$ cat src/rtl/dtpb_pkg.sv
// Purpose: Constants and types for the drive tuning parameter bank
// Assumes: Wishbone byte addresses, 16-bit parameters in the low half of each word
// Notes: Shared by the bank and its debounce filter
package dtpb_pkg;
  // ----------------------------------------
  // Register offsets
  // ----------------------------------------
  localparam logic [11:0] DTPB_SPEED_RATE_IDX = 12'h20a; // Gain switching rate
  localparam logic [11:0] DTPB_INTEG_IDX = 12'h20c; // Integral compensation
  localparam logic [11:0] DTPB_FFWD_IDX = 12'h20e; // Feed-forward percent
  localparam logic [11:0] DTPB_SPECIAL_IDX = 12'h210; // Special command word
  localparam logic [11:0] DTPB_DEBOUNCE_IDX = 12'h212; // Debounce setting
  localparam logic [11:0] DTPB_STATUS_IDX = 12'h220; // Bank status
  localparam logic [11:0] DTPB_SPEED_IN_IDX = 12'h222; // Active speed gain input
  localparam logic [11:0] DTPB_SPEED_OUT_IDX = 12'h224; // Scaled speed gain result
  // ----------------------------------------
  // Reset values and ranges
  // ----------------------------------------
  localparam logic [15:0] DTPB_RATE_RST = 16'h0064;
  localparam logic [15:0] DTPB_RATE_MIN = 16'h000a;
  localparam logic [15:0] DTPB_RATE_MAX = 16'h01f4;
  localparam logic [15:0] DTPB_INTEG_RST = 16'h0064;
  localparam logic [15:0] DTPB_INTEG_MAX = 16'h03ff;
  localparam logic [15:0] DTPB_FFWD_RST = 16'h0000;
  localparam logic [15:0] DTPB_FFWD_MAX = 16'h0064;
  localparam logic [15:0] DTPB_SPECIAL_RST = 16'h0000;
  localparam logic [15:0] DTPB_DEBOUNCE_RST = 16'h0002;
  localparam logic [15:0] DTPB_DEBOUNCE_MAX = 16'h0014;
  localparam logic [15:0] DTPB_PERCENT = 16'h0064;
  // ----------------------------------------
  // Special command codes
  // ----------------------------------------
  localparam logic [15:0] DTPB_CMD_RESTORE = 16'h000a; // 10
  localparam logic [15:0] DTPB_CMD_UNLOCK_ONE = 16'h0014; // 20
  localparam logic [15:0] DTPB_CMD_UNLOCK_GRP = 16'h0016; // 22
  localparam logic [15:0] DTPB_CMD_FORCE_ON = 16'h0196; // 406
  localparam logic [15:0] DTPB_CMD_FORCE_OFF = 16'h0190; // 400
  // ----------------------------------------
  // Status bit positions
  // ----------------------------------------
  localparam int DTPB_ST_RESTORE = 0;
  localparam int DTPB_ST_UNLOCK_ONE = 1;
  localparam int DTPB_ST_UNLOCK_GRP = 2;
  localparam int DTPB_ST_FORCE = 3;
  // ----------------------------------------
  // Timing
  // ----------------------------------------
  localparam int DTPB_CLK_MHZ = 200;
  localparam int DTPB_DEB_UNIT_MS = 2; // One setting step in ms
  localparam int DTPB_DEB_UNIT_CYC = DTPB_DEB_UNIT_MS * DTPB_CLK_MHZ * 1000;
  // ----------------------------------------
  // Carriers
  // ----------------------------------------
  typedef struct packed {
    logic restore_pending; // Factory restore at next power-up
    logic unlock_single; // Single protected parameter active
    logic unlock_group; // Nine-parameter group active
    logic force_output; // Forced output mode
  } dtpb_mode_t;
  typedef struct packed {
    logic [15:0] speed_integral_comp;
    logic [15:0] speed_feedforward;
    logic [15:0] debounce_time_setting;
  } dtpb_tune_t;
endpackage : dtpb_pkg

$ cat src/rtl/dtpb_bank.sv
// Purpose: Speed tuning parameter bank with special command word
// Assumes: Classic Wishbone slave, one-cycle registered ack
// Notes: Out-of-range writes are dropped; the previous value stays
//
// The Wishbone interface to the registers was left to the implementer.
`timescale 1ns/1ps
module dtpb_bank
  import dtpb_pkg::*;
#(
  parameter int NUM_INPUTS = 8,
  parameter int DEB_UNIT_CYC = DTPB_DEB_UNIT_CYC
) (
  // Clock and reset
  input wire logic sys_clk,
  input wire logic sys_rst,
  // Wishbone slave
  input wire logic wb_cyc_i,
  input wire logic wb_stb_i,
  input wire logic wb_we_i,
  input wire logic [11:0] wb_adr_i,
  input wire logic [3:0] wb_sel_i,
  input wire logic [31:0] wb_dat_i,
  output logic [31:0] wb_dat_o,
  output logic wb_ack_o,
  // Gain switching
  input wire logic gain_switch_cond,
  input wire logic [15:0] speed_gain_in,
  output logic [15:0] speed_gain_active,
  // Parameter and mode outputs
  output dtpb_tune_t tune_o,
  output dtpb_mode_t mode_o,
  // Digital inputs
  input wire logic [NUM_INPUTS-1:0] din_pins,
  output logic [NUM_INPUTS-1:0] din_filtered
);
  // ----------------------------------------
  // Elaboration checks
  // ----------------------------------------
  if (NUM_INPUTS < 1 || NUM_INPUTS > 32) begin : g_chk_n
    $error("NUM_INPUTS out of range");
  end
  // A one-cycle step would leave the tick stuck high
  if (DEB_UNIT_CYC < 2) begin : g_chk_d
    $error("DEB_UNIT_CYC must be at least 2");
  end

  // ----------------------------------------
  // Bus decode
  // ----------------------------------------
  logic req; // Request in progress, not yet acked
  logic wr_lo; // Write strobe with low half enabled
  logic [15:0] wdata; // Write value
  logic [15:0] speed_rate_q; // Gain switching rate
  logic [15:0] integ_q; // Integral compensation
  logic [15:0] ffwd_q; // Feed-forward percent
  logic [15:0] special_q; // Command word
  logic [15:0] deb_q; // Debounce setting
  dtpb_mode_t mode_q; // Special modes

  assign req = wb_cyc_i && wb_stb_i && !wb_ack_o;
  assign wr_lo = req && wb_we_i && (wb_sel_i[1:0] == 2'b11);
  assign wdata = wb_dat_i[15:0];

  // Ack one cycle after the request, drop the next
  always_ff @(posedge sys_clk) begin
    if (sys_rst) begin
      wb_ack_o <= 1'b0;
    end else begin
      wb_ack_o <= req;
    end
  end

  // ----------------------------------------
  // Parameter registers
  // ----------------------------------------
  // Switching rate, 10..500
  always_ff @(posedge sys_clk) begin
    if (sys_rst) begin
      speed_rate_q <= DTPB_RATE_RST;
    end else if (wr_lo && wb_adr_i == DTPB_SPEED_RATE_IDX &&
                 wdata >= DTPB_RATE_MIN && wdata <= DTPB_RATE_MAX) begin
      speed_rate_q <= wdata;
    end
  end

  // Integral compensation, 0..1023
  always_ff @(posedge sys_clk) begin
    if (sys_rst) begin
      integ_q <= DTPB_INTEG_RST;
    end else if (wr_lo && wb_adr_i == DTPB_INTEG_IDX && wdata <= DTPB_INTEG_MAX) begin
      integ_q <= wdata;
    end
  end

  // Feed-forward percent, 0..100
  always_ff @(posedge sys_clk) begin
    if (sys_rst) begin
      ffwd_q <= DTPB_FFWD_RST;
    end else if (wr_lo && wb_adr_i == DTPB_FFWD_IDX && wdata <= DTPB_FFWD_MAX) begin
      ffwd_q <= wdata;
    end
  end

  // Debounce setting, 0..20
  always_ff @(posedge sys_clk) begin
    if (sys_rst) begin
      deb_q <= DTPB_DEBOUNCE_RST;
    end else if (wr_lo && wb_adr_i == DTPB_DEBOUNCE_IDX && wdata <= DTPB_DEBOUNCE_MAX) begin
      deb_q <= wdata;
    end
  end

  // Command word, full 16-bit range stored
  always_ff @(posedge sys_clk) begin
    if (sys_rst) begin
      special_q <= DTPB_SPECIAL_RST;
    end else if (wr_lo && wb_adr_i == DTPB_SPECIAL_IDX) begin
      special_q <= wdata;
    end
  end

  // ----------------------------------------
  // Command decode
  // ----------------------------------------
  logic cmd_wr; // Write to the command word
  assign cmd_wr = wr_lo && wb_adr_i == DTPB_SPECIAL_IDX;

  // Mode flags set by codes; held until reset, and the force flag also until the force-off code
  always_ff @(posedge sys_clk) begin
    if (sys_rst) begin
      mode_q <= '0;
    end else if (cmd_wr) begin
      case (wdata)
        DTPB_CMD_RESTORE: begin
          mode_q.restore_pending <= 1'b1;
        end
        DTPB_CMD_UNLOCK_ONE: begin
          mode_q.unlock_single <= 1'b1;
        end
        DTPB_CMD_UNLOCK_GRP: begin
          mode_q.unlock_group <= 1'b1;
        end
        DTPB_CMD_FORCE_ON: begin
          mode_q.force_output <= 1'b1;
        end
        DTPB_CMD_FORCE_OFF: begin
          mode_q.force_output <= 1'b0;
        end
        default: begin
          mode_q <= mode_q;
        end
      endcase
    end
  end

  // ----------------------------------------
  // Gain scaling
  // ----------------------------------------
  logic [31:0] prod; // Gain times rate
  logic [31:0] scaled; // Product over one hundred
  assign prod = 32'(speed_gain_in) * 32'(speed_rate_q);
  assign scaled = prod / 32'(DTPB_PERCENT);

  // Registered active gain
  always_ff @(posedge sys_clk) begin
    if (sys_rst) begin
      speed_gain_active <= 16'h0000;
    end else if (gain_switch_cond) begin
      speed_gain_active <= (scaled > 32'h0000ffff) ? 16'hffff : scaled[15:0];
    end else begin
      speed_gain_active <= speed_gain_in;
    end
  end

  // ----------------------------------------
  // Read path
  // ----------------------------------------
  logic [15:0] status; // Mode flags as a word
  assign status = {12'h000, mode_q.force_output, mode_q.unlock_group,
                   mode_q.unlock_single, mode_q.restore_pending};

  // Registered read data, unmapped reads return zero
  always_ff @(posedge sys_clk) begin
    if (sys_rst) begin
      wb_dat_o <= 32'h00000000;
    end else if (req) begin
      case (wb_adr_i)
        DTPB_SPEED_RATE_IDX: wb_dat_o <= {16'h0000, speed_rate_q};
        DTPB_INTEG_IDX: wb_dat_o <= {16'h0000, integ_q};
        DTPB_FFWD_IDX: wb_dat_o <= {16'h0000, ffwd_q};
        DTPB_SPECIAL_IDX: wb_dat_o <= {16'h0000, special_q};
        DTPB_DEBOUNCE_IDX: wb_dat_o <= {16'h0000, deb_q};
        DTPB_STATUS_IDX: wb_dat_o <= {16'h0000, status};
        DTPB_SPEED_IN_IDX: wb_dat_o <= {16'h0000, speed_gain_in};
        DTPB_SPEED_OUT_IDX: wb_dat_o <= {16'h0000, speed_gain_active};
        default: wb_dat_o <= 32'h00000000;
      endcase
    end
  end

  assign tune_o = '{speed_integral_comp: integ_q, speed_feedforward: ffwd_q,
                    debounce_time_setting: deb_q};
  assign mode_o = mode_q;

  // ----------------------------------------
  // Debounce timing
  // ----------------------------------------
  logic [31:0] div_q; // 2 ms divider
  logic tick_q; // One pulse per 2 ms
  logic [NUM_INPUTS-1:0] sync1_q; // First synchroniser stage
  logic [NUM_INPUTS-1:0] sync2_q; // Second synchroniser stage

  // Divider producing the 2 ms step
  always_ff @(posedge sys_clk) begin
    if (sys_rst) begin
      div_q <= 32'h00000000;
      tick_q <= 1'b0;
    end else if (div_q == 32'(DEB_UNIT_CYC - 1)) begin
      div_q <= 32'h00000000;
      tick_q <= 1'b1;
    end else begin
      div_q <= div_q + 32'h00000001;
      tick_q <= 1'b0;
    end
  end

  // Two-stage synchroniser for pins
  always_ff @(posedge sys_clk) begin
    if (sys_rst) begin
      sync1_q <= '0;
      sync2_q <= '0;
    end else begin
      sync1_q <= din_pins;
      sync2_q <= sync1_q;
    end
  end

  for (genvar i = 0; i < NUM_INPUTS; i++) begin : g_deb
    dtpb_debounce u_deb (
      .sys_clk(sys_clk),
      .sys_rst(sys_rst),
      .tick(tick_q),
      .setting(deb_q),
      .din(sync2_q[i]),
      .dout(din_filtered[i])
    );
  end

  // ----------------------------------------
  // Assertions
  // ----------------------------------------
  a_integ_range: assert property (@(posedge sys_clk) disable iff (sys_rst)
    integ_q <= DTPB_INTEG_MAX) else $error("Integral value out of range");

  a_ffwd_range: assert property (@(posedge sys_clk) disable iff (sys_rst)
    ffwd_q <= DTPB_FFWD_MAX) else $error("Feed-forward out of range");

  a_integ_keep: assert property (@(posedge sys_clk) disable iff (sys_rst)
    (wr_lo && wb_adr_i == DTPB_INTEG_IDX && wdata > DTPB_INTEG_MAX)
    |=> $stable(integ_q)) else $error("Bad integral write took effect");

  a_restore_set: assert property (@(posedge sys_clk) disable iff (sys_rst)
    (cmd_wr && wdata == DTPB_CMD_RESTORE) |=> mode_q.restore_pending)
    else $error("Restore not scheduled");

  a_unlock_one: assert property (@(posedge sys_clk) disable iff (sys_rst)
    (cmd_wr && wdata == DTPB_CMD_UNLOCK_ONE) |=> mode_q.unlock_single)
    else $error("Single unlock missing");

  a_unlock_grp: assert property (@(posedge sys_clk) disable iff (sys_rst)
    (cmd_wr && wdata == DTPB_CMD_UNLOCK_GRP) |=> mode_q.unlock_group)
    else $error("Group unlock missing");

  a_force_on: assert property (@(posedge sys_clk) disable iff (sys_rst)
    (cmd_wr && wdata == DTPB_CMD_FORCE_ON) |=> mode_q.force_output)
    else $error("Forced mode not entered");

  a_force_off: assert property (@(posedge sys_clk) disable iff (sys_rst)
    (cmd_wr && wdata == DTPB_CMD_FORCE_OFF) |=> !mode_q.force_output)
    else $error("Forced mode not left");

  a_other_code: assert property (@(posedge sys_clk) disable iff (sys_rst)
    (cmd_wr && wdata != DTPB_CMD_RESTORE && wdata != DTPB_CMD_UNLOCK_ONE &&
     wdata != DTPB_CMD_UNLOCK_GRP && wdata != DTPB_CMD_FORCE_ON &&
     wdata != DTPB_CMD_FORCE_OFF) |=> ($stable(mode_q) && special_q == $past(wdata)))
    else $error("Other code changed a mode");

  a_gain_scale: assert property (@(posedge sys_clk) disable iff (sys_rst)
    (!sys_rst && gain_switch_cond && scaled <= 32'h0000ffff)
    |=> speed_gain_active == $past(scaled[15:0]))
    else $error("Gain not scaled");

  a_tick_gap: assert property (@(posedge sys_clk) disable iff (sys_rst)
    tick_q |=> !tick_q) else $error("Debounce step too short");

  a_bus_ack: assert property (@(posedge sys_clk) disable iff (sys_rst)
    req |=> wb_ack_o ##1 !wb_ack_o) else $error("Ack not single cycle");
endmodule : dtpb_bank

$ cat src/rtl/dtpb_debounce.sv
// Purpose: Debounce filter for one digital input
// Assumes: Input already synchronised; tick is a one-cycle pulse per 2 ms
// Notes: Output follows input after setting ticks of stable level
`timescale 1ns/1ps
module dtpb_debounce
  import dtpb_pkg::*;
(
  // Clock and reset
  input wire logic sys_clk,
  input wire logic sys_rst,
  // Timing
  input wire logic tick,
  input wire logic [15:0] setting,
  // Data
  input wire logic din,
  output logic dout
);
  logic [15:0] cnt_q; // Stable tick count
  // ----------------------------------------
  // Filter
  // ----------------------------------------
  // Count ticks of a level that differs from the output
  always_ff @(posedge sys_clk) begin
    if (sys_rst) begin
      cnt_q <= 16'h0000;
      dout <= 1'b0;
    end else if (din == dout) begin
      cnt_q <= 16'h0000;
    end else if (setting == 16'h0000) begin
      dout <= din; // Zero setting: no filter
    end else if (tick) begin
      if (cnt_q + 16'h0001 >= setting) begin
        dout <= din;
        cnt_q <= 16'h0000;
      end else begin
        cnt_q <= cnt_q + 16'h0001;
      end
    end
  end
endmodule : dtpb_debounce

$ cat config.mk
export PLATFORM = sky130hd
export DESIGN_NAME = dtpb_bank
export DESIGN_NICKNAME = d
export VERILOG_FILES = /design/src/rtl/dtpb_pkg.sv /design/src/rtl/dtpb_bank.sv /design/src/rtl/dtpb_debounce.sv
export SDC_FILE = /design/constraint.sdc
export NUM_CORES = 2
export LEC_CHECK = 0
export BUFFER_PORTS_ARGS = -buffer_cell sky130_fd_sc_hd__buf_2
export CAP_MARGIN = 20
export CELL_PAD_IN_SITES_DETAIL_PLACEMENT = 0
export CELL_PAD_IN_SITES_GLOBAL_PLACEMENT = 2
export CORE_UTILIZATION = 41
export DETAILED_ROUTE_END_ITERATION = 8
export MAX_ROUTING_LAYER = met4
export PLACE_DENSITY = 0.9
export SKIP_LAST_GASP = 1
export SYNTH_ARGS = -nofsm -noshare
export SYNTH_HDL_FRONTEND = slang
export SYNTH_SLANG_ARGS = --single-unit
$ cat constraint.sdc
create_clock -name sys_clk -period 56.1 [get_ports sys_clk]
set_input_delay 5.61 -clock sys_clk [delete_from_list [all_inputs] [get_ports sys_clk]]
set_output_delay 5.61 -clock sys_clk [all_outputs]
set_load 0.03 [all_outputs]
* Word-level counts from Yosys, hierarchy flattened *
Cells that the tools add are included.

cells by class
  order comparisons = 14
  bitwise operators = 9
  $add $sub $neg = 9
  muxes and demuxes = 37
  shifts and indexed selects = 0
  div/mod/pow operators = 1
  equality and inequality tests = 23
  reductions and logical operators = 48
  multiply operators = 1

operators with widths
  kind                                                                                   count
  16-bit two-way mux                                                                     10
  16-bit by 1-bit adder with 16-bit output (second input constant)                       8
  16-bit greater-or-equal comparator                                                     8
  16-bit case mux with 8 select lines                                                    1
  12-bit by 10-bit == test with 1-bit output (second input constant)                     8
  32-bit by 1-bit adder with 32-bit output (second input constant)                       1
  32-bit by 7-bit divider with 32-bit output (second input constant)                     1
  16-bit by 5-bit == test with 1-bit output (second input constant)                      2
  16-bit by 9-bit == test with 1-bit output (second input constant)                      2
  32-bit by 19-bit == test with 1-bit output (second input constant)                     1
  32-bit by 16-bit > comparator with 1-bit output (second input constant)                1
  16-bit by 16-bit multiplier with 32-bit output                                         1
  1-bit two-way mux                                                                      25
  3-bit AND reduction                                                                    8
  2-bit nonzero test                                                                     10
  2-bit OR reduction                                                                     9
  16-bit by 4-bit == test with 1-bit output (second input constant)                      1
  16-bit by 4-bit greater-or-equal comparator with 1-bit output (second input constant)  1
  16-bit by 10-bit less-or-equal comparator with 1-bit output (second input constant)    1
  16-bit by 5-bit less-or-equal comparator with 1-bit output (second input constant)     1
  16-bit by 7-bit less-or-equal comparator with 1-bit output (second input constant)     1
  16-bit by 9-bit less-or-equal comparator with 1-bit output (second input constant)     1
  16-bit zero test                                                                       1
  1-bit logical AND                                                                      14
  other kinds (6)                                                                        25

storage, ports and cells
  RAM bits = 0
  bits in read-only memories = 0
  logic and storage cells = 174
  memories = 0
  bits in latches = 0
  register bits = 318

* Logic depth before layout (Yosys ltp) *
  depth in word-level cells = 7
  gate-level depth with buffers = 89
  depth with buffers taken out = 75

* Hierarchy *
Synthesis repeated with hierarchy kept, for this count alone.

unflattened totals
  cells, all modules = 4120
  area, all modules = 33652.3 um^2

modules (own cells, without submodules)
  module         cells an instance  times used  area an instance (um^2)
  dtpb_bank      2680               1           21881.0
  dtpb_debounce  180                8           1471.4

* Worst setup path after synthesis *
No wires, ideal clock.

  kind = input port to flip-flop
  from = input speed_gain_in[10]
  to = register speed_gain_active[0]
  cell stages on the path = 82
  path buffers = 9
  setup slack = 30.973 ns
  data arrival time = 25.040 ns
  path through = clkbuf_1 clkbuf_1 nand2_1 fa_1 inv_1 fa_1 inv_1 fa_1 inv_1 fa_1 fa_1 inv_1 fa_1 inv_1 ha_1 buf_2 and3_2 a31oi_1 (+46 left out) buf_4 nor3_1 a311oi_4 nor3_2 a2111oi_4 o21ai_1 o311ai_4 a21boi_2 xnor3_1 o31a_1 o2111ai_1 a21oi_2 o21ai_2 nand2_2 a311o_1 a2111oi_2 o21ai_1 a221oi_2

on the way
  cells in the longest elaborated chain, start to end = 5

ends and longest elaborated chain
  what                                              line              text
  start: declaration                                dtpb_bank.sv:27   input wire logic [15:0] speed_gain_in,
  16-bit by 16-bit multiplier with 32-bit output *  dtpb_bank.sv:161  assign prod = 32'(speed_gain_in) * 32'(speed_rate_q);
  32-bit by 7-bit divider with 32-bit output *      dtpb_bank.sv:162  assign scaled = prod / 32'(DTPB_PERCENT);
  32-bit by 16-bit > comparator with 1-bit output   dtpb_bank.sv:169  speed_gain_active <= (scaled > 32'h0000ffff) ? 16'hffff : scaled[15:0];
  16-bit two-way mux *                              dtpb_bank.sv:169
  16-bit two-way mux *                              dtpb_bank.sv:168  end else if (gain_switch_cond) begin
  end signal: assignment                            dtpb_bank.sv:169
  end signal: assignment                            dtpb_bank.sv:171  speed_gain_active <= speed_gain_in;
  end: declaration                                  dtpb_bank.sv:28   output logic [15:0] speed_gain_active,

Every way passes the cells marked *; elsewhere a longest branch is shown, timed or not.
A chain may end at the register's enable or synchronous reset.

* Final worst setup path *
  from = input speed_gain_in[12]
  to = register speed_gain_active[0]

The elaborated chain is that of the path after synthesis.

==> flow_summary_export.csv <==
group,metric,value,unit
routing,num_vias,28600,
die,coreArea,77500,um2
final_layout,final_common_cell,"nor2_1",
final_layout,nets,4559,
final_layout,fin_cells,5116,
outcome,status,"finished, final reports clean",
routing,vias_per_cell,5.59,
routing,drt-initial-drc-count,1745,
routing,drtAntennaViolNets,0,
timing,setup_viol,0,
placement,place_inst,5045,
clock_tree,clk_pin_slew_worst_paths,60,ps
worst_setup_path,critical_path_class,"in2reg",
grt,antenna_found_initial,2,
synthesis,ys_ff_latch,302,
final_layout,nFillCells,7823,
synthesis,synthCells,4036,
worst_setup_path,startpoint_type,"input pin",
clock_tree,cts_tree,"done",
placement,dp_hpwl,67.9,mm
synthesis,synth-edff-count,0,
synthesis,ys.flop_type,"dfxtp_1",
worst_setup_path,rrSetupSlack,30690,ps
grt,grt_pass1_vias,26600,
clock_tree,cts_max_level,2,
final_layout,fin_util,44.9,%
die,num_rows,102,
timing,rsz0062_at_grt,"false",
timing,fin_setup_tns,0,ps
die,ios,187,
worst_setup_path,arrival,30500,ps
die,die_w,282,um
synthesis,avgSynthCellArea,7.94,um2
placement,gp_congestion,0.908,
synthesis,postSynth.asyncResetShare,0,%
job,cap_violations,0,
timing,clock_skew,21.3,ps
final_layout,drive_gt1_share,9.25,%
clock_tree,worstSkewPairLatency,570,ps
routing,firstDrtPassIters,6,
timing,slew_headroom,31.3,%
worst_setup_path,critPathMaxFanout,18,
synthesis,netlist_area,32100,um2
synthesis,yosysSeqAreaShare,18.9,%
clock_tree,hold_buffers,0,
die,dieArea,79300,um2
grt,grt_overflow,0,
timing,maxSlewViolCount,0,
clock_tree,clock_path_buffers,3,
clock_tree,postCtsSetupBuffers,0,
placement,portBuffers,152,
timing,hold_viol,0,
routing,wl_per_cell,18.2,um
worst_setup_path,crit_slowest_cell,"mux2i_1",
timing,fmax,0.0332,GHz
die,fp.dieH,282,um
routing,drt-total-wl,93.3,mm
routing,route.detailed.drc,0,
synthesis,ys.warnings.count,0,
die,initial_core_util,41.4,%
grt,grt_max_degree,89,
min_path,hold_path_class,"reg2reg",
grt,grt_pass1_wl,148,mm
worst_setup_path,cp_slowest_stage_delay,740,ps
worst_setup_path,end_kind,"register",
final_layout,final_cell_mix,"428 x nor2_1, 418 x nand2_1, 302 x dfxtp_1",
final_layout,synthToLayoutAreaGrowth,8.53,%
timing,worst_slew_pin_slew,1020,ps
worst_setup_path,worst_ep_required_time,56500,ps
timing,fin_crit,30090,ps
clock_tree,clkSinkCount,302,
grt,grt_usage,23.9,%
clock_tree,cts_root_buf,"clkbuf_16",
clock_tree,cts_made_buffers,37,
clock_tree,ctsResizeCount,0,
timing,period_share,53.6,%
synthesis,synth.distinct_cells,126,
-- cell usage after synthesis (all sizes together), types with 27 or more instances --
cell	instances	area [um2]
nor2	432	1630
nand2	420	1580
dfxtp	302	6050
a21oi	278	1470
o21ai	249	1280
inv	246	923
ha	241	3020
fa	194	3880
and2	177	1110
clkbuf	155	582
xor2	138	1220
and3	107	671
nand3	92	465
xnor2	83	757
buf	74	453
mux2i	73	734
nor3	71	387
nor2b	61	382
nand2b	60	375
a211oi	43	353
a21o	37	279
o211ai	34	275
a2bb2oi	31	272
a31oi	31	213
nand4	30	188
a221oi	27	279
nor4	27	169
-- through the flow --
step                      worst slack [ps]  area [um2]  hold slack [ps]
after floorplan                      30970       32100              414
after global placement               25690       33400              419
after detailed placement             25890       33400              425
after CTS                            26360       34800              439
after global routing                 24290       34800              450
final                                26010       34800              437
-- sequential cells by signal, summed over array words and instances (netlist names), 16 cells and up --
name / flops
speed_rate_q: 16
g_deb.u_deb.cnt_q: 128
integ_q: 16
speed_gain_active: 16
special_q: 16
wb_dat_o: 16
deb_q: 16
div_q: 32
ffwd_q: 16
-- metal layers --
| layer | vias to the layer above | wire, um | global-route usage, % |
|---|---|---|---|
| met3 | 105 | 5420 | 3.24 |
| met1 | 13700 | 44700 | 33.0 |
| met5 | - | 0 | - |
| met4 | 0 | 1880 | 5.18 |
| met2 | 700 | 41300 | 36.9 |
| li1 | 14100 | - | - |
-- worst max-delay path, delay by kind of cell --
family                     cells  cell delay, ps
buffers and inverters          7             860
xor gates and xnor gates       3            1040
muxes                          2            1120
adders and majority gates      7            3710
AOI/OAI and AO/OA             43           13750
and+or+nand+nor               13            4310
-- worst paths after layout --
kind              depth (start not counted)              endpoint              start
hold / removal                            1            sync2_q[5]         sync1_q[5]
hold reg to reg                           1            sync2_q[5]         sync1_q[5]
setup / recovery                         75  speed_gain_active[0]  speed_gain_in[12]
setup reg to reg                         74  speed_gain_active[0]    speed_rate_q[3]
-- area by class of cell --
type                    count  area [um2]  area share (%)
diodes                      2        5.00          0.0144
clock buffers              48        1050            3.01
clock inverters            19         292           0.838
inverters                 246         923            2.65
multi-input cells        3274       24200            69.4
flip-flops and latches    302        6050            17.4
well taps                1040        1300            3.74
repair buffers            185        1010            2.92
-- kinds of logic after synthesis --
family	after synthesis	share of synthesized area, %
DFF	302	18.9
xor gates and xnor gates	223	6.30
muxes	85	2.74
AOI/OAI and AO/OA	953	20.8
buffers and inverters	475	6.11
and+or+nand+nor	1556	23.5
other	1	0.0117
adders and majority gates	441	21.7
Power is not shown: default switching activity piles up to over one toggle a cycle in this logic, so the estimate is an artifact.
